===== src/rtl/itr_pkg.sv =====
// Purpose: Shared constants for the controller-role register bank.
// Assumes: Single 100 MHz clock, byte-wide register port.
// Notes: Offsets are register-space byte offsets before relocation.
`default_nettype none
package itr_pkg;
    // ====================
    // Register offsets
    localparam logic [6:0] OFF_EVT_CAP = 7'h04;
    localparam logic [6:0] OFF_EVT_REQ = 7'h05;
    localparam logic [6:0] OFF_MAX_WR = 7'h0c;
    localparam logic [6:0] OFF_CAPS_B3 = 7'h1a;
    localparam logic [6:0] OFF_IRQ_STAT = 7'h39;
    localparam logic [6:0] OFF_IRQ_EN = 7'h3a;
    localparam logic [6:0] OFF_IRQ_SET = 7'h3b;
    localparam logic [6:0] OFF_ANN_CNT = 7'h40;
    localparam logic [6:0] OFF_ANN_START = 7'h41;
    localparam logic [6:0] OFF_ANN_BYTES = 7'h42;
    localparam logic [6:0] OFF_HANDOFF = 7'h43;
    // ====================
    // Field positions
    localparam int BIT_HJ = 3;
    localparam int BIT_CR = 1;
    localparam int BIT_IBI = 0;
    localparam int BIT_DEFBYTE = 3;
    localparam int BIT_PEND_RD = 6;
    localparam int BIT_AUTO_RESP = 7;
    localparam int ST_ACCCR_RCVD = 7;
    localparam int ST_ACCCR_NACK = 6;
    localparam int ST_ANN_RCVD = 5;
    localparam int ST_CR_GEN = 3;
    localparam int ST_CR_DONE = 2;
    localparam int ST_CR_REFUSED = 1;
    localparam int ST_ROLE_CHG = 0;
    // ====================
    // Fixed values and reset values
    localparam logic [7:0] IRQ_VALID_MASK = 8'hef;
    localparam logic [7:0] CAPS_B3_FIXED = 8'h1c;
    localparam logic [2:0] RATE_RESET = 3'h0;
    localparam logic [2:0] RATE_MAX_CODE = 3'h4;
    localparam logic [7:0] BYTE_RESET = 8'h00;
    localparam logic AUTO_RESP_RESET = 1'b1;
    // ====================
    // Timing
    localparam int CLK_MHZ = 100;
    localparam int BUS_FREE_NS = 1000;
    localparam int BUS_FREE_CYC = (BUS_FREE_NS * CLK_MHZ) / 1000;
    localparam int HANDOFF_WAIT_US = 100;
    localparam int HANDOFF_WAIT_CYC = HANDOFF_WAIT_US * CLK_MHZ;
    // Role monitor states
    typedef enum logic [1:0] {ROLE_IDLE, ROLE_WATCH, ROLE_ASSERT} itr_role_t;
endpackage
`default_nettype wire


===== src/rtl/itr_irq_if.sv =====
// Purpose: Carries handoff status events between the bank and its owner.
// Assumes: Same clock on both sides.
// Notes: All vectors use the status bit layout.
`timescale 1ns/1ps
`default_nettype none
interface itr_irq_if;
    logic [7:0] hwSet;   // Hardware event pulses
    logic [7:0] w1c;     // Software clear strobes
    logic [7:0] force1;  // Software force strobes
    logic [7:0] enable;  // Interrupt enables
    logic [7:0] status;  // Sticky status
    logic irq;           // Combined interrupt
    modport bank (input hwSet, w1c, force1, enable, output status, irq);
    modport owner (output hwSet, w1c, force1, enable, input status, irq);
endinterface
`default_nettype wire


===== src/rtl/itr_irq_bank.sv =====
// Purpose: Sticky handoff status with clear, force and enable gating.
// Assumes: Strobes are single-cycle from the register port.
// Notes: Reserved bit 4 never sets.
`timescale 1ns/1ps
`default_nettype none
module itr_irq_bank (
    input wire logic clk,
    input wire logic rst,
    itr_irq_if.bank bus
);
    // ==========================================================
    // Status storage
    logic [7:0] status_ff;
    logic [7:0] nxt_status;
    logic [7:0] setAll;

    // Hardware events and software force both set a bit
    assign setAll = (bus.hwSet | bus.force1) & itr_pkg::IRQ_VALID_MASK;
    // Set wins over a clear in the same cycle, so no event is lost
    assign nxt_status = (status_ff & ~bus.w1c) | setAll;

    // Sticky bits
    always_ff @(posedge clk or posedge rst) begin
        if (rst) begin
            status_ff <= itr_pkg::BYTE_RESET;
        end else begin
            status_ff <= nxt_status;
        end
    end

    assign bus.status = status_ff;
    // enable gating
    assign bus.irq = |(status_ff & bus.enable);
endmodule // itr_irq_bank
`default_nettype wire


===== src/rtl/itr_role_regs.sv =====
// Purpose: Register bank for events, speed, caps and role handoff.
// Assumes: Protocol engine on clk supplies event pulses; SCL/SDA async.
// Notes: Register port is a plain byte port, read data registered.
//
// Operation
// Hot-join request bit, cleared when done/disabled
// Role request bit, cleared when done/disabled
// Interrupt request bit, cleared when done/disabled
// Capability bits reflect build options
// Three-bit writable maximum write rate code
// Speed-query defining byte bit fixed one; code drives it from SC_CAP
// Pending-read bit set with mandatory-byte interrupts
// Byte three fixed defining-byte and unsupported bits
// Status 7 sets on role-accept query
// Status 6 sets when that query NACKed
// Status 5 sets after full announce broadcast
// Status 3 sets on role request generated
// Status 2 sets on role request finished
// Status 1 sets on role request refused
// Role passed; cancel if new controller silent
// Role taken; assert per auto-assert setting
// Enable bits gate status onto interrupt
// Force register sets status, write-only
// Announced device count captured read-only
// Start pointer counts reads before announce data
// Byte count drops per read after start
// Auto reply bit resets one; one means NACK
// Register space relocated with MSB in secondary build
// Start pointer decrements per read until zero
`timescale 1ns/1ps
`default_nettype none
module itr_role_regs #(
    parameter bit HOT_JOIN_CAPABLE = 1'b1,       // Hot-join built in
    parameter bit SC_CAP = 1'b1,       // Secondary-controller built in
    parameter bit IBI_CAP = 1'b1,      // In-band interrupt built in
    parameter bit IBI_MDB = 1'b1,      // Interrupt carries a data byte
    parameter int HANDOFF_WAIT = itr_pkg::HANDOFF_WAIT_CYC
) (
    input wire logic clk,
    input wire logic rst,
    // Register port
    input wire logic [7:0] regAddr,
    input wire logic regWr,
    input wire logic regRd,
    input wire logic [7:0] regWrData,
    output logic [7:0] regRdData,
    // Bus lines, sampled only
    input wire logic sclIn,
    input wire logic sdaIn,
    // Requests to the protocol engine
    output logic hotJoinRequest,
    output logic roleRequest,
    output logic ibiRequest,
    // Engine completion and disable pulses
    input wire logic hotJoinDone,
    input wire logic hotJoinDisabled,
    input wire logic roleReqDone,
    input wire logic roleReqDisabled,
    input wire logic ibiDone,
    input wire logic ibiDisabled,
    // Engine handoff events
    input wire logic getAcccrSeen,
    input wire logic announceDone,
    input wire logic roleRequestGenerated,
    input wire logic roleRequestFinished,
    input wire logic roleRequestRefused,
    input wire logic roleChanged,
    input wire logic roleChangedTo,
    input wire logic newCtrlAsserted,
    input wire logic autoAssertRole,
    // Announce bookkeeping from the engine
    input wire logic announceLoad,
    input wire logic [7:0] announceCount,
    input wire logic [7:0] announceStart,
    input wire logic [7:0] announceBytes,
    input wire logic rxFifoRead,
    // Results
    output logic getAcccrNack,
    output logic [2:0] maxWriteRateCode,
    output logic deviceRole,
    output logic assertRoleReq,
    output logic intOut
);
    // ==========================================================
    // Helpers

    // Saturating decrement, shared by both announce counters
    function automatic logic [7:0] dec8(input logic [7:0] v);
        dec8 = (v == 8'h00) ? 8'h00 : v - 8'h01;
    endfunction

    // ==========================================================
    // Link line sampling

    logic [2:0] sclSync_ff;  // Three-stage sampler for SCL
    logic [2:0] sdaSync_ff;  // Three-stage sampler for SDA
    logic sclLvl_ff;         // Accepted SCL level
    logic sdaLvl_ff;         // Accepted SDA level
    logic [7:0] freeCnt_ff;  // Cycles with both lines high
    logic busFree;           // Bus idle long enough for a request

    // Shift the raw lines in
    always_ff @(posedge clk or posedge rst) begin
        if (rst) begin
            sclSync_ff <= 3'h7;
            sdaSync_ff <= 3'h7;
        end else begin
            sclSync_ff <= {sclSync_ff[1:0], sclIn};
            sdaSync_ff <= {sdaSync_ff[1:0], sdaIn};
        end
    end

    // A change counts once stages two and three agree
    always_ff @(posedge clk or posedge rst) begin
        if (rst) begin
            sclLvl_ff <= 1'b1;
            sdaLvl_ff <= 1'b1;
        end else begin
            if (sclSync_ff[1] == sclSync_ff[2]) begin
                sclLvl_ff <= sclSync_ff[2];
            end
            if (sdaSync_ff[1] == sdaSync_ff[2]) begin
                sdaLvl_ff <= sdaSync_ff[2];
            end
        end
    end

    // Idle timer: a request only goes out on a quiet bus
    always_ff @(posedge clk or posedge rst) begin
        if (rst) begin
            freeCnt_ff <= 8'h00;
        end else if (!(sclLvl_ff && sdaLvl_ff)) begin
            freeCnt_ff <= 8'h00;
        end else if (!busFree) begin
            freeCnt_ff <= freeCnt_ff + 8'h01;
        end
    end
    assign busFree = (freeCnt_ff >= 8'(itr_pkg::BUS_FREE_CYC));

    // ==========================================================
    // Address decode

    logic addrSpaceHit;  // MSB matches the build's register space
    logic [6:0] regOff;  // Offset within the space
    logic wrEvtReq;
    logic wrMaxWr;
    logic wrIrqStat;
    logic wrIrqEn;
    logic wrIrqSet;
    logic wrHandoff;

    // relocated space in a secondary build
    assign addrSpaceHit = (regAddr[7] == SC_CAP);
    assign regOff = regAddr[6:0];
    assign wrEvtReq = regWr && addrSpaceHit && (regOff == itr_pkg::OFF_EVT_REQ);
    assign wrMaxWr = regWr && addrSpaceHit && (regOff == itr_pkg::OFF_MAX_WR);
    assign wrIrqStat = regWr && addrSpaceHit && (regOff == itr_pkg::OFF_IRQ_STAT);
    assign wrIrqEn = regWr && addrSpaceHit && (regOff == itr_pkg::OFF_IRQ_EN);
    assign wrIrqSet = regWr && addrSpaceHit && (regOff == itr_pkg::OFF_IRQ_SET);
    assign wrHandoff = regWr && addrSpaceHit && (regOff == itr_pkg::OFF_HANDOFF);

    // ==========================================================
    // Event request bits

    logic hjPend_ff;  // Pending hot-join
    logic crPend_ff;  // Pending role request
    logic ibiReq_ff;  // Pending in-band interrupt

    // Software sets; engine clears; a set only sticks if capable.
    // Software write wins so a fresh request is never dropped.
    always_ff @(posedge clk or posedge rst) begin
        if (rst) begin
            hjPend_ff <= 1'b0;
            crPend_ff <= 1'b0;
            ibiReq_ff <= 1'b0;
        end else begin
            // hot-join request
            if (wrEvtReq && regWrData[itr_pkg::BIT_HJ] && HOT_JOIN_CAPABLE) begin
                hjPend_ff <= 1'b1;
            end else if (hotJoinDone || hotJoinDisabled) begin
                hjPend_ff <= 1'b0;
            end
            // role request
            if (wrEvtReq && regWrData[itr_pkg::BIT_CR] && SC_CAP) begin
                crPend_ff <= 1'b1;
            end else if (roleReqDone || roleReqDisabled) begin
                crPend_ff <= 1'b0;
            end
            // interrupt request
            if (wrEvtReq && regWrData[itr_pkg::BIT_IBI] && IBI_CAP) begin
                ibiReq_ff <= 1'b1;
            end else if (ibiDone || ibiDisabled) begin
                ibiReq_ff <= 1'b0;
            end
        end
    end

    // Requests wait for a valid opportunity: the idle bus
    assign hotJoinRequest = hjPend_ff && busFree;
    assign roleRequest = crPend_ff && busFree;
    assign ibiRequest = ibiReq_ff && busFree;

    // ==========================================================
    // Speed report and handoff configuration

    logic [2:0] rate_ff;     // Maximum write rate code
    logic autoResp_ff;       // Reply to role-accept query
    logic [7:0] irqEn_ff;    // Interrupt enables

    // Writable configuration fields
    always_ff @(posedge clk or posedge rst) begin
        if (rst) begin
            rate_ff <= itr_pkg::RATE_RESET;
            autoResp_ff <= itr_pkg::AUTO_RESP_RESET;
            irqEn_ff <= itr_pkg::BYTE_RESET;
        end else begin
            // rate code, all eight codes stored as written
            if (wrMaxWr) begin
                rate_ff <= regWrData[2:0];
            end
            // auto reply select
            if (wrHandoff) begin
                autoResp_ff <= regWrData[itr_pkg::BIT_AUTO_RESP];
            end
            if (wrIrqEn) begin
                irqEn_ff <= regWrData & itr_pkg::IRQ_VALID_MASK;
            end
        end
    end
    assign maxWriteRateCode = rate_ff;
    // one means NACK
    assign getAcccrNack = autoResp_ff;

    // ==========================================================
    // Role handoff monitor

    itr_pkg::itr_role_t roleSt_ff;
    itr_pkg::itr_role_t nxt_roleSt;
    logic role_ff;                // Current role, one is controller
    logic nxt_role;
    logic [23:0] waitCnt_ff;      // Cycles waiting on new controller
    logic [23:0] nxt_waitCnt;
    logic roleRestore;            // Handoff cancelled this cycle

    // Next-state selection for the monitor
    always_comb begin
        nxt_roleSt = roleSt_ff;
        nxt_role = role_ff;
        nxt_waitCnt = waitCnt_ff;
        roleRestore = 1'b0;
        case (roleSt_ff)
            itr_pkg::ROLE_IDLE: begin
                if (roleChanged) begin
                    nxt_role = roleChangedTo;
                    nxt_waitCnt = 24'h000000;
                    // passed away, start watching
                    // taken, go assert
                    nxt_roleSt = roleChangedTo ? itr_pkg::ROLE_ASSERT
                                               : itr_pkg::ROLE_WATCH;
                end
            end
            itr_pkg::ROLE_WATCH: begin
                // cancel on silence
                if (newCtrlAsserted) begin
                    nxt_roleSt = itr_pkg::ROLE_IDLE;
                end else if (waitCnt_ff >= 24'(HANDOFF_WAIT - 1)) begin
                    nxt_role = 1'b1;
                    roleRestore = 1'b1;
                    nxt_roleSt = itr_pkg::ROLE_IDLE;
                end else begin
                    nxt_waitCnt = waitCnt_ff + 24'h000001;
                end
            end
            itr_pkg::ROLE_ASSERT: begin
                // One cycle to hand the assert decision out
                nxt_roleSt = itr_pkg::ROLE_IDLE;
            end
            default: begin
                nxt_roleSt = itr_pkg::ROLE_IDLE;
            end
        endcase
    end

    // Monitor state
    always_ff @(posedge clk or posedge rst) begin
        if (rst) begin
            roleSt_ff <= itr_pkg::ROLE_IDLE;
            role_ff <= 1'b0;
            waitCnt_ff <= 24'h000000;
        end else begin
            roleSt_ff <= nxt_roleSt;
            role_ff <= nxt_role;
            waitCnt_ff <= nxt_waitCnt;
        end
    end
    assign deviceRole = role_ff;
    // follow the companion's auto-assert setting
    assign assertRoleReq = (roleSt_ff == itr_pkg::ROLE_ASSERT) && autoAssertRole;

    // ==========================================================
    // Handoff status bank

    itr_irq_if irqBus ();
    logic [7:0] hwEvt;

    // Gather event pulses into status layout
    always_comb begin
        hwEvt = 8'h00;
        // query received
        hwEvt[itr_pkg::ST_ACCCR_RCVD] = getAcccrSeen;
        // query NACKed
        hwEvt[itr_pkg::ST_ACCCR_NACK] = getAcccrSeen && autoResp_ff;
        // full broadcast received
        hwEvt[itr_pkg::ST_ANN_RCVD] = announceDone;
        // request generated
        hwEvt[itr_pkg::ST_CR_GEN] = roleRequestGenerated;
        // request finished
        hwEvt[itr_pkg::ST_CR_DONE] = roleRequestFinished;
        // request refused
        hwEvt[itr_pkg::ST_CR_REFUSED] = roleRequestRefused;
        // Role flips either way, including a cancelled handoff
        hwEvt[itr_pkg::ST_ROLE_CHG] = roleChanged || roleRestore;
    end

    assign irqBus.hwSet = hwEvt;
    assign irqBus.w1c = wrIrqStat ? regWrData : 8'h00;
    // force strobes, nothing stored
    assign irqBus.force1 = wrIrqSet ? regWrData : 8'h00;
    assign irqBus.enable = irqEn_ff;

    itr_irq_bank uIrqBank (
        .clk(clk),
        .rst(rst),
        .bus(irqBus.bank)
    );
    // gated interrupt output
    assign intOut = irqBus.irq;

    // ==========================================================
    // Announce bookkeeping

    logic [7:0] annCnt_ff;    // Devices announced
    logic [7:0] annStart_ff;  // Reads before announce data
    logic [7:0] annBytes_ff;  // Announce bytes still queued

    // Load from the engine wins over a read in the same cycle
    always_ff @(posedge clk or posedge rst) begin
        if (rst) begin
            annCnt_ff <= itr_pkg::BYTE_RESET;
            annStart_ff <= itr_pkg::BYTE_RESET;
            annBytes_ff <= itr_pkg::BYTE_RESET;
        end else if (announceLoad) begin
            // capture count
            annCnt_ff <= announceCount;
            annStart_ff <= announceStart;
            annBytes_ff <= announceBytes;
        end else if (rxFifoRead) begin
            // walk down to the data
            if (annStart_ff != 8'h00) begin
                annStart_ff <= dec8(annStart_ff);
            // consume announce bytes
            end else begin
                annBytes_ff <= dec8(annBytes_ff);
            end
        end
    end

    // ==========================================================
    // Read path

    logic [7:0] rdMux;
    logic [7:0] capByte;
    logic [7:0] reqByte;
    logic [7:0] maxWrByte;
    logic [7:0] capsB3;

    // capability bits
    assign capByte = {4'h0, HOT_JOIN_CAPABLE, 1'b0, SC_CAP, IBI_CAP};
    assign reqByte = {4'h0, hjPend_ff, 1'b0, crPend_ff, ibiReq_ff};
    // defining byte support in speed query
    assign maxWrByte = {4'h0, SC_CAP, rate_ff};
    // pending read, R8: fixed bits
    assign capsB3 = itr_pkg::CAPS_B3_FIXED | {1'b0, IBI_CAP && IBI_MDB, 6'h00};

    // Register select; unmapped and force register read zero
    always_comb begin
        rdMux = 8'h00;
        if (addrSpaceHit) begin
            case (regOff)
                itr_pkg::OFF_EVT_CAP: rdMux = capByte;
                itr_pkg::OFF_EVT_REQ: rdMux = reqByte;
                itr_pkg::OFF_MAX_WR: rdMux = maxWrByte;
                itr_pkg::OFF_CAPS_B3: rdMux = capsB3;
                itr_pkg::OFF_IRQ_STAT: rdMux = irqBus.status;
                itr_pkg::OFF_IRQ_EN: rdMux = irqEn_ff;
                // start pointer
                itr_pkg::OFF_ANN_START: rdMux = annStart_ff;
                itr_pkg::OFF_ANN_CNT: rdMux = annCnt_ff;
                itr_pkg::OFF_ANN_BYTES: rdMux = annBytes_ff;
                itr_pkg::OFF_HANDOFF: rdMux = {autoResp_ff, 7'h00};
                default: rdMux = 8'h00;
            endcase
        end
    end

    // Read data held until the next read
    always_ff @(posedge clk or posedge rst) begin
        if (rst) begin
            regRdData <= 8'h00;
        end else if (regRd) begin
            regRdData <= rdMux;
        end
    end
endmodule // itr_role_regs
`default_nettype wire


===== config.mk =====
export PLATFORM = sky130hd
export DESIGN_NAME = itr_role_regs
export DESIGN_NICKNAME = d
export VERILOG_FILES = /design/src/rtl/itr_pkg.sv /design/src/rtl/itr_irq_if.sv /design/src/rtl/itr_irq_bank.sv /design/src/rtl/itr_role_regs.sv
export SDC_FILE = /design/constraint.sdc
export NUM_CORES = 1
export LEC_CHECK = 0
export BUFFER_PORTS_ARGS = -buffer_cell sky130_fd_sc_hd__buf_2
export CAP_MARGIN = 20
export CELL_PAD_IN_SITES_DETAIL_PLACEMENT = 0
export CELL_PAD_IN_SITES_GLOBAL_PLACEMENT = 1
export CORE_UTILIZATION = 44
export DETAILED_ROUTE_END_ITERATION = 16
export PLACE_DENSITY = 0.81
export SYNTH_ARGS = -nofsm -noshare
export SYNTH_HDL_FRONTEND = slang
export SYNTH_SLANG_ARGS = --single-unit

===== constraint.sdc =====
create_clock -name clk -period 3.9 [get_ports clk]
set_input_delay 0.78 -clock clk [delete_from_list [all_inputs] [get_ports clk]]
set_output_delay 0.78 -clock clk [all_outputs]
set_load 0.02 [all_outputs]

[Yosys cells after proc, flatten, opt, wreduce, memory -nomap -nowiden]
Cells that the tools add are included.
Storage, ports and cells
  register bits after elaboration: 97
  input port bits: 63
  output and inout port bits: 18
  word-level logic and storage cells: 124
Cells by class
  add/sub/neg operators: 4
  magnitude comparators: 2
  equality and inequality tests: 22
  mux-type cells: 36
  bitwise logic cells: 5
  reductions and logical operators: 36
Operator list (count)
  8-bit two-way mux: 13
  8-bit one-hot mux with 10 select lines: 1
  24-bit two-way mux: 3
  24-bit one-hot mux with 2 select lines: 1
  7-bit == test (second input constant): 4
  24-bit by 1-bit adder with 24-bit output (second input constant): 1
  24-bit by 14-bit greater-or-equal comparator with 1-bit output (second input constant): 1
  7-bit by 6-bit == test with 1-bit output (second input constant): 3
  8-bit AND: 2
  1-bit logical AND: 16
  8-bit zero test: 2
  8-bit bitwise OR: 2
  8-bit by 1-bit subtractor with 8-bit output (second input constant): 2
  7-bit by 3-bit == test with 1-bit output (second input constant): 2
  1-bit two-way mux: 12
  2-bit != test (second input constant): 6
  2-bit nonzero test: 6
  8-bit by 1-bit adder with 8-bit output (second input constant): 1
  8-bit by 7-bit greater-or-equal comparator with 1-bit output (second input constant): 1
  2-bit two-way mux: 4
  8-bit NOT: 1
  4-bit AND reduction: 2
  8-bit nonzero test: 1
  8-bit OR reduction: 1
  other kinds (11): 17

[Longest topological paths before layout]
Gate-level depths: netlist of run 1.
  depth after elaboration: 7
  depth in mapped cells: 8
  mapped depth without buffers: 7

[By module]
Synthesis of run 1 repeated with hierarchy kept, for this count alone.
Second synthesis, totals
  cells, all modules: 490
  area, all modules: 4953.5 um2
By module, submodules not included
  itr_role_regs: instances 1, cells an instance 454, area an instance 4619.4 um2, seq. area each 2238.4 um2
  itr_irq_bank: instances 1, cells an instance 36, area an instance 334.1 um2, seq. area each 200.2 um2

[Worst setup path after synthesis of run 1]
OpenSTA, ideal clock, no wires.
  kind: input-to-reg
  start: input port regAddr[0]
  end: register regRdData[0]
  library setup time: 0.151 ns
  arrival: 2.109 ns
  data required time: 3.749 ns
  path slack: 1.639 ns
  stages on the path: 6
  path buffers: 2
  cell sequence: clkbuf_1 nor2b_1 clkbuf_1 o211a_1 o311ai_2 o22ai_1
On the way
  longest elaborated chain between the ends: 3
  elaborated cells between the ends (all ways): 12
  those cells by class: eq/ne: 10; mux: 2
RTL lines
  start, declared: RTL line itr_role_regs.sv:42  | input wire logic [7:0] regAddr,
  7-bit == test (tied with other cells): RTL line itr_role_regs.sv:389  | case (regOff)
  8-bit one-hot mux with 10 select lines (*): RTL line itr_role_regs.sv:389
  8-bit two-way mux (*): RTL line itr_role_regs.sv:388  | if (addrSpaceHit) begin
  end signal, assigned: RTL line itr_role_regs.sv:411  | regRdData <= rdMux;
  end, declared: RTL line itr_role_regs.sv:46  | output logic [7:0] regRdData,
Mark *: on every way between the ends. The rest lies on a longest branch, timed or not.
A chain may end at the register's enable or synchronous reset.

[Worst setup path after layout of run 1]
  start: register freeCnt_ff[2]
  end: output port ibiRequest
On the way
  longest elaborated chain between the ends: 2
RTL lines
  start, declared: RTL line itr_role_regs.sv:99  | logic [7:0] freeCnt_ff;
  start signal, assigned: RTL line itr_role_regs.sv:135  | freeCnt_ff <= freeCnt_ff + 8'h01;
  8-bit by 7-bit greater-or-equal comparator with 1-bit output: RTL line itr_role_regs.sv:138  | assign busFree = (freeCnt_ff >= 8'(itr_pkg::BUS_FREE_CYC));
  1-bit logical AND: RTL line itr_role_regs.sv:201  | assign ibiRequest = ibiReq_ff && busFree;
  end, declared: RTL line itr_role_regs.sv:53  | output logic ibiRequest,
No other way between the ends.

==> results of run 1 <==
==> through the flow <==
stage / instances / hold WS, ns / util
2_1_floorplan: 479 / 0.345 / -
3_3_place_gp: 679 / 0.346 / 0.511
3_5_place_dp: 679 / 0.347 / 0.511
4_1_cts: 695 / 0.363 / 0.529
5_1_grt: 696 / 0.372 / 0.530
6_report: 696 / 0.363 / 0.530
==> registers in the layout, summed over array words and instances, names as in the netlist, 2 cells and up <==
| signal | count |
|---|---|
| annBytes_ff | 8 |
| annCnt_ff | 8 |
| annStart_ff | 8 |
| freeCnt_ff | 8 |
| irqBus.enable | 7 |
| maxWriteRateCode | 3 |
| regRdData | 8 |
| roleSt_ff | 2 |
| sclSync_ff | 3 |
| sdaSync_ff | 3 |
| uIrqBank.bus.status | 8 |
| waitCnt_ff | 24 |
==> layout make-up <==
type | count | area share
inverters | 27 | 0.0184
well taps | 136 | 0.0306
multi-input cells | 338 | 0.402
clock buffers | 9 | 0.0223
flip-flops and latches | 97 | 0.438
clock inverters | 7 | 0.0115
repair buffers | 82 | 0.0769
==> worst max-delay path: cells and delay by family, from the launching register on <==
family / cells / cell delay, ns
AND/OR/NAND/NOR: 2 / 0.48
AO/OA/AOI/OAI: 1 / 0.46
buffers and inverters: 1 / 0.17
flip-flops: 1 / 0.42
==> cell usage in the layout, fill, tap and decap left out, types with 4 or more instances in the layout <==
cell      instances
a221o_1           6
a22o_1            5
and3_1            5
nor3_1            6
nor2b_1           7
and2_1           14
dfstp_2           9
o22ai_1          10
buf_2            80
ha_1              5
nor2_1           36
or3_1             6
o31ai_1           5
clkbuf_8          9
o21ai_0          30
mux2_2           20
a22oi_1           6
a211oi_1          4
nand3_1          11
a21oi_1          27
nand2_1          38
a221oi_1          4
inv_1            26
nor4_1           10
dfrtp_1          88
xnor2_1           6
mux2i_1           9
nand2b_1          4
nand4_1           4
or4_1             4
==> kinds of logic (layout without fill, tap and decap cells) <==
logic type                 count (synthesis)  after routing  share of synthesized area
AOI/OAI and AO/OA                        131            131                      0.186
xor gates and xnor gates                   9              9                     0.0162
adders and majority gates                  7              7                     0.0170
buffers and inverters                     44            125                     0.0361
DFF                                       97             97                      0.502
muxes                                     29             29                     0.0650
and+or+nand+nor                          162            162                      0.177
==> power by group <==
part	total (mW)	switching (mW)	internal, mW
logic	0.285	0.164	0.121
registers	1.12	0.0579	1.07
clock network	0.630	0.386	0.244
total	2.04	0.608	1.43
==> per-layer routing <==
layer  up-vias  GRT usage  routed length [microns]
li1       1917          -                        -
met1      1859      0.298                     5370
met2       108      0.307                     5160
met3        10     0.0280                      531
met4         0     0.0753                      130
met5         -          0                        0
==> worst paths after layout <==
kind / startpoint / end / slack (ns) / depth (start not counted)
min in group asynchronous: rst / freeCnt_ff[4] / 0.55 / 2
max in group asynchronous: rst / sdaSync_ff[0] / 2.58 / 3
worst max-delay path: freeCnt_ff[2] / ibiRequest / 1.22 / 4
worst max register to register: annBytes_ff[0] / annBytes_ff[5] / 1.66 / 7
worst min-delay path: sclSync_ff[0] / sclSync_ff[1] / 0.36 / 0
worst min register to register: sclSync_ff[0] / sclSync_ff[1] / 0.36 / 0
==> impl_metrics.json, run 1 <==
{
  "synthArstFlopShare": 1.00,
  "grt_pass1_wl_mm": 18.2,
  "layout.nets": 623,
  "grt_pass1_vias": 3603,
  "grt_max_degree": 50,
  "ys_types": 65,
  "avgRoutedWirePerCell_microns": 16.1,
  "coreArea_sq_um": 10500,
  "rsz0062_at_grt": "no",
  "worstPathRequired_ns": 3.12,
  "cts_tree": "yes",
  "max_stage_delay_ns": 0.46,
  "synth_top_area_share": 0.454,
  "chipWidth_microns": 107,
  "tightest_slew_ns": 0.953,
  "synth_edf_count": 0,
  "ant_nets": 0,
  "layout_setup_ws_ns": 1.22,
  "cts_max_level": 3,
  "vias": 3894,
  "dieArea_sq_um": 11500,
  "antenna_found_initial": 0,
  "via_per_inst": 5.59,
  "clkSinkCount": 97,
  "synth_commonest_cells": "dfrtp_1, nand2_1, nor2_1, o21ai_0",
  "yosysWarnings": 0,
  "relSlewSlack": 0.360,
  "multi_input_area_sq_um": 2240,
  "cts_setup_buffers": 0,
  "drc": 0,
  "tns_ns": 0,
  "clkTransAtPathRegs_ns": 0.10,
  "hp-class": "reg -> reg",
  "maxCapViolCount": 0,
  "cts_buffer_depth": 2,
  "critPathSlowestCell": "a31oi_2",
  "cts_made_buffers": 9,
  "crit_arrival_ns": 1.90,
  "yosysSeqAreaShare": 0.502,
  "numPortBuffers": 80,
  "syn_inst": 479,
  "power_density_nw_per_um2": 367,
  "syn_nets": 547,
  "drt-total-wl_mm": 11.2,
  "seq_area_sq_um": 2440,
  "layout-drive-gt1-share": 0.245,
  "critPathKind": "reg -> out",
  "synth_ff_type": "dfrtp_1",
  "initial_core_util": 0.462,
  "post_cts_resized": 0,
  "synth_most_common_cell": "dfrtp_1",
  "synth_top_cell_by_area": "dfrtp_1",
  "hold_buffers": 0,
  "hpwl_mm": 8.20,
  "drt_iter0_markers": 230,
  "fin_area_sq_um": 5570,
  "timing_hold_violations_final": 0,
  "final-setup-viol-count": 0,
  "antenna_cells": 0,
  "netlist_top_cells_area": "dfrtp_1, dfstp_2, mux2_2",
  "fillers": 979,
  "status": "finished, final reports clean",
  "place_congestion": 0.864,
  "fmax_ghz": 0.374,
  "netlist_area_sq_um": 4850,
  "vdd_ir_drop_max_v": 0.000220,
  "cts_root_buffer": "clkbuf_8",
  "place_area_sq_um": 5370,
  "crit_chain": "or3_1 -> a31oi_2 -> nor2b_1 -> buf_2",
  "grt_use_total": 0.204,
  "fin_crit_sh": 0.686,
  "area_delta_synth_final_pct": 14.7,
  "synth.avg_cell_area_sq_um": 10.1,
  "power_mw": 2.04,
  "cp-end-kind": "output pin",
  "clock_skew_ns": 0.0119,
  "die_h_microns": 107,
  "rows": 37,
  "clk_latency_ns": 0.37,
  "p_leak_nw": 2.47,
  "cp_max_fo": 9,
  "drt_pass1_iterations": 4,
  "ys_ff_latch": 97,
  "drv_slew": 0,
  "pre_cts_ws_ns": 1.27,
  "io_pins": 81,
  "layout_min_cycle_time_ns": 2.68,
  "start_kind": "flip-flop",
  "grt_overflow_total": 0
}
(Power assumes the default switching activity.)
==> inputs of run 2 (changes only) <==
--- a/config.mk
+++ b/config.mk
@@ -9,9 +9,9 @@
 export CAP_MARGIN = 20
 export CELL_PAD_IN_SITES_DETAIL_PLACEMENT = 0
 export CELL_PAD_IN_SITES_GLOBAL_PLACEMENT = 1
-export CORE_UTILIZATION = 44
+export CORE_UTILIZATION = 39
 export DETAILED_ROUTE_END_ITERATION = 16
-export PLACE_DENSITY = 0.81
+export PLACE_DENSITY = 0.76
 export SYNTH_ARGS = -nofsm -noshare
 export SYNTH_HDL_FRONTEND = slang
 export SYNTH_SLANG_ARGS = --single-unit
==> constraint.sdc (replaced) <==
create_clock -name clk -period 2.4 [get_ports clk]
set_input_delay 0.48 -clock clk [delete_from_list [all_inputs] [get_ports clk]]
set_output_delay 0.48 -clock clk [all_outputs]
set_load 0.02 [all_outputs]
==> run 2 against run 1 <==
Compared with the run above:
- via count increased by 4.2%
- cell count grew 6.5%
- die area is 13% higher
- global-route usage fell by 0.67 points
- combinational power up 70%
- clock power increased by 140%
- power grew 86%
- clock skew about the same
- sequential power is 63% higher
- utilization decreased by 4.8 points
- critical endpoint is now annStart_ff[6]
- largest cell class unchanged
==> impl_metrics.json, run 2 (synthesis results as in run 1) <==
{
  "cts_tree": "yes",
  "layout.nets": 634,
  "timing.rr.start": "annStart_ff[0]",
  "final_common_cell": "dfrtp_1",
  "worstSetupStartpoint": "annStart_ff[0]",
  "largest_reg_flops": 24,
  "clk_latency_ns": 0.36,
  "start_kind": "flip-flop",
  "final-setup-viol-count": 0,
  "rr_endpoint": "annStart_ff[6]",
  "reg2reg_slack_ns": 0.24,
  "layout_min_cycle_time_ns": 2.16,
  "cts_made_buffers": 9,
  "die_h_microns": 114,
  "layout-drive-gt1-share": 0.261,
  "fmax_ghz": 0.462,
  "worstPathRequired_ns": 2.64,
  "critPathKind": "reg -> reg",
  "tightest_slew_ns": 0.628,
  "avgRoutedWirePerCell_microns": 16.0,
  "post_cts_resized": 0,
  "critical-path-top-delay-family": "simple AND/OR/NAND/NOR gates",
  "io_pins": 81,
  "critPathSlowestCell": "dfrtp_1",
  "rsz0062_at_grt": "no",
  "antenna_found_initial": 1,
  "cp_max_fo": 4,
  "drt_iter0_markers": 237,
  "hp-class": "in -> async",
  "reg2regPathDepth": 7,
  "tns_ns": 0,
  "vdd_ir_drop_max_v": 0.000324,
  "hold_buffers": 0,
  "finish.utilization": 0.482,
  "chipWidth_microns": 114,
  "via_per_inst": 5.48,
  "p_leak_nw": 2.59,
  "drt-total-wl_mm": 11.9,
  "grt_pass1_wl_mm": 19.7,
  "maxCapViolCount": 0,
  "crit_chain": "inv_1 -> ha_1 -> nor3b_1 -> nand2_1 -> nor3_1 -> mux2_2 -> mux2_2",
  "cts_max_level": 3,
  "drc": 0,
  "grt_max_degree": 41,
  "cts_buffer_depth": 2,
  "initial_core_util": 0.402,
  "clkSinkCount": 97,
  "cts_root_buffer": "clkbuf_16",
  "post-place-cells": 723,
  "status": "finished, final reports clean",
  "drt_pass1_iterations": 5,
  "place_congestion": 0.874,
  "crit_arrival_ns": 2.40,
  "cp_num_buf_inv": 1,
  "relSlewSlack": 0.578,
  "layout_common_cells": "dfrtp_1, buf_2, nand2_1",
  "drv_slew": 0,
  "grt_pass1_vias": 3877,
  "instances_no_fill": 741,
  "crit_cells": 7,
  "grt_overflow_total": 0,
  "rows": 40,
  "critPathCapture": "annStart_ff[6]",
  "numPortBuffers": 80,
  "cts_setup_buffers": 0,
  "cp-end-kind": "flip-flop",
  "area_delta_synth_final_pct": 19.7,
  "fin_crit_sh": 0.901,
  "top_register": "waitCnt_ff",
  "cpMostUsedCell": "mux2_2",
  "power_density_nw_per_um2": 654,
  "vias": 4059,
  "timing_hold_violations_final": 0,
  "clkTransAtPathRegs_ns": 0.07,
  "dieArea_sq_um": 12900,
  "ant_nets": 0,
  "clock_skew_ns": 0.0121,
  "coreArea_sq_um": 12100,
  "hpwl_mm": 8.85,
  "grt_use_total": 0.197,
  "max_stage_delay_ns": 0.42
}
==> run 2: cell types whose count changed in the layout (fill, tap and decap cells not counted) <==
cell | before | now
buf_4 | 1 | 12
clkinv_2 | 1 | 2
clkbuf_8 | 9 | 0
clkbuf_16 | 0 | 9
bufinv_16 | 0 | 1
diode_2 | 0 | 2
clkinvlp_4 | 2 | 1
clkinv_1 | 1 | 0
clkinv_8 | 1 | 0
clkinv_4 | 0 | 1
==> run 2: per-layer routing <==
layer | GRT usage | wire length (microns) | part of all wire
met1 | 0.276 | 5590 | 0.47
met2 | 0.299 | 5370 | 0.45
met3 | 0.0441 | 672 | 0.057
met4 | 0.0737 | 214 | 0.018
met5 | 0 | 0 | 0
==> run 2: how the worst min path moves through the flow <==
stage | startpoint | endpoint | slack (ns)
finish | rst | waitCnt_ff[17] | 0.14
global route | rst | roleSt_ff[1] | 0.18
CTS | rst | roleSt_ff[1] | 0.16
detailed placement | sdaSync_ff[0] | sdaSync_ff[1] | 0.35
global placement | sdaSync_ff[0] | sdaSync_ff[1] | 0.35
floorplan | sclSync_ff[0] | sclSync_ff[1] | 0.35
==> run 2: power breakdown <==
group	total (mW)	switching (mW)	internal (mW)
Sequential	1.83	0.0929	1.73
Combinational	0.484	0.274	0.210
Clock	1.49	0.669	0.821
Total	3.80	1.04	2.77
==> run 2: layout make-up <==
cell class                      count  area [sq um]
Multi-Input combinational cell    338          2240
Inverter                           27           105
Timing Repair Buffer               93           510
Sequential cell                    97          2440
Clock buffer                        9           225
Tap cell                          168           210
Clock inverter                      7          77.6
Antenna cell                        2          5.00
Fill cell                        1152          6250
==> run 2: metrics by stage <==
stage	setup slack (ns)	hold WS, ns	power [mW]	area (sq um)
floorplan	0.439	0.345	2.15	4860
global placement	0.224	0.347	2.33	5500
detailed placement	0.181	0.351	2.34	5500
CTS	0.238	0.156	3.84	5810
global route	0.0252	0.177	3.99	5810
finish	0.238	0.143	3.80	5810
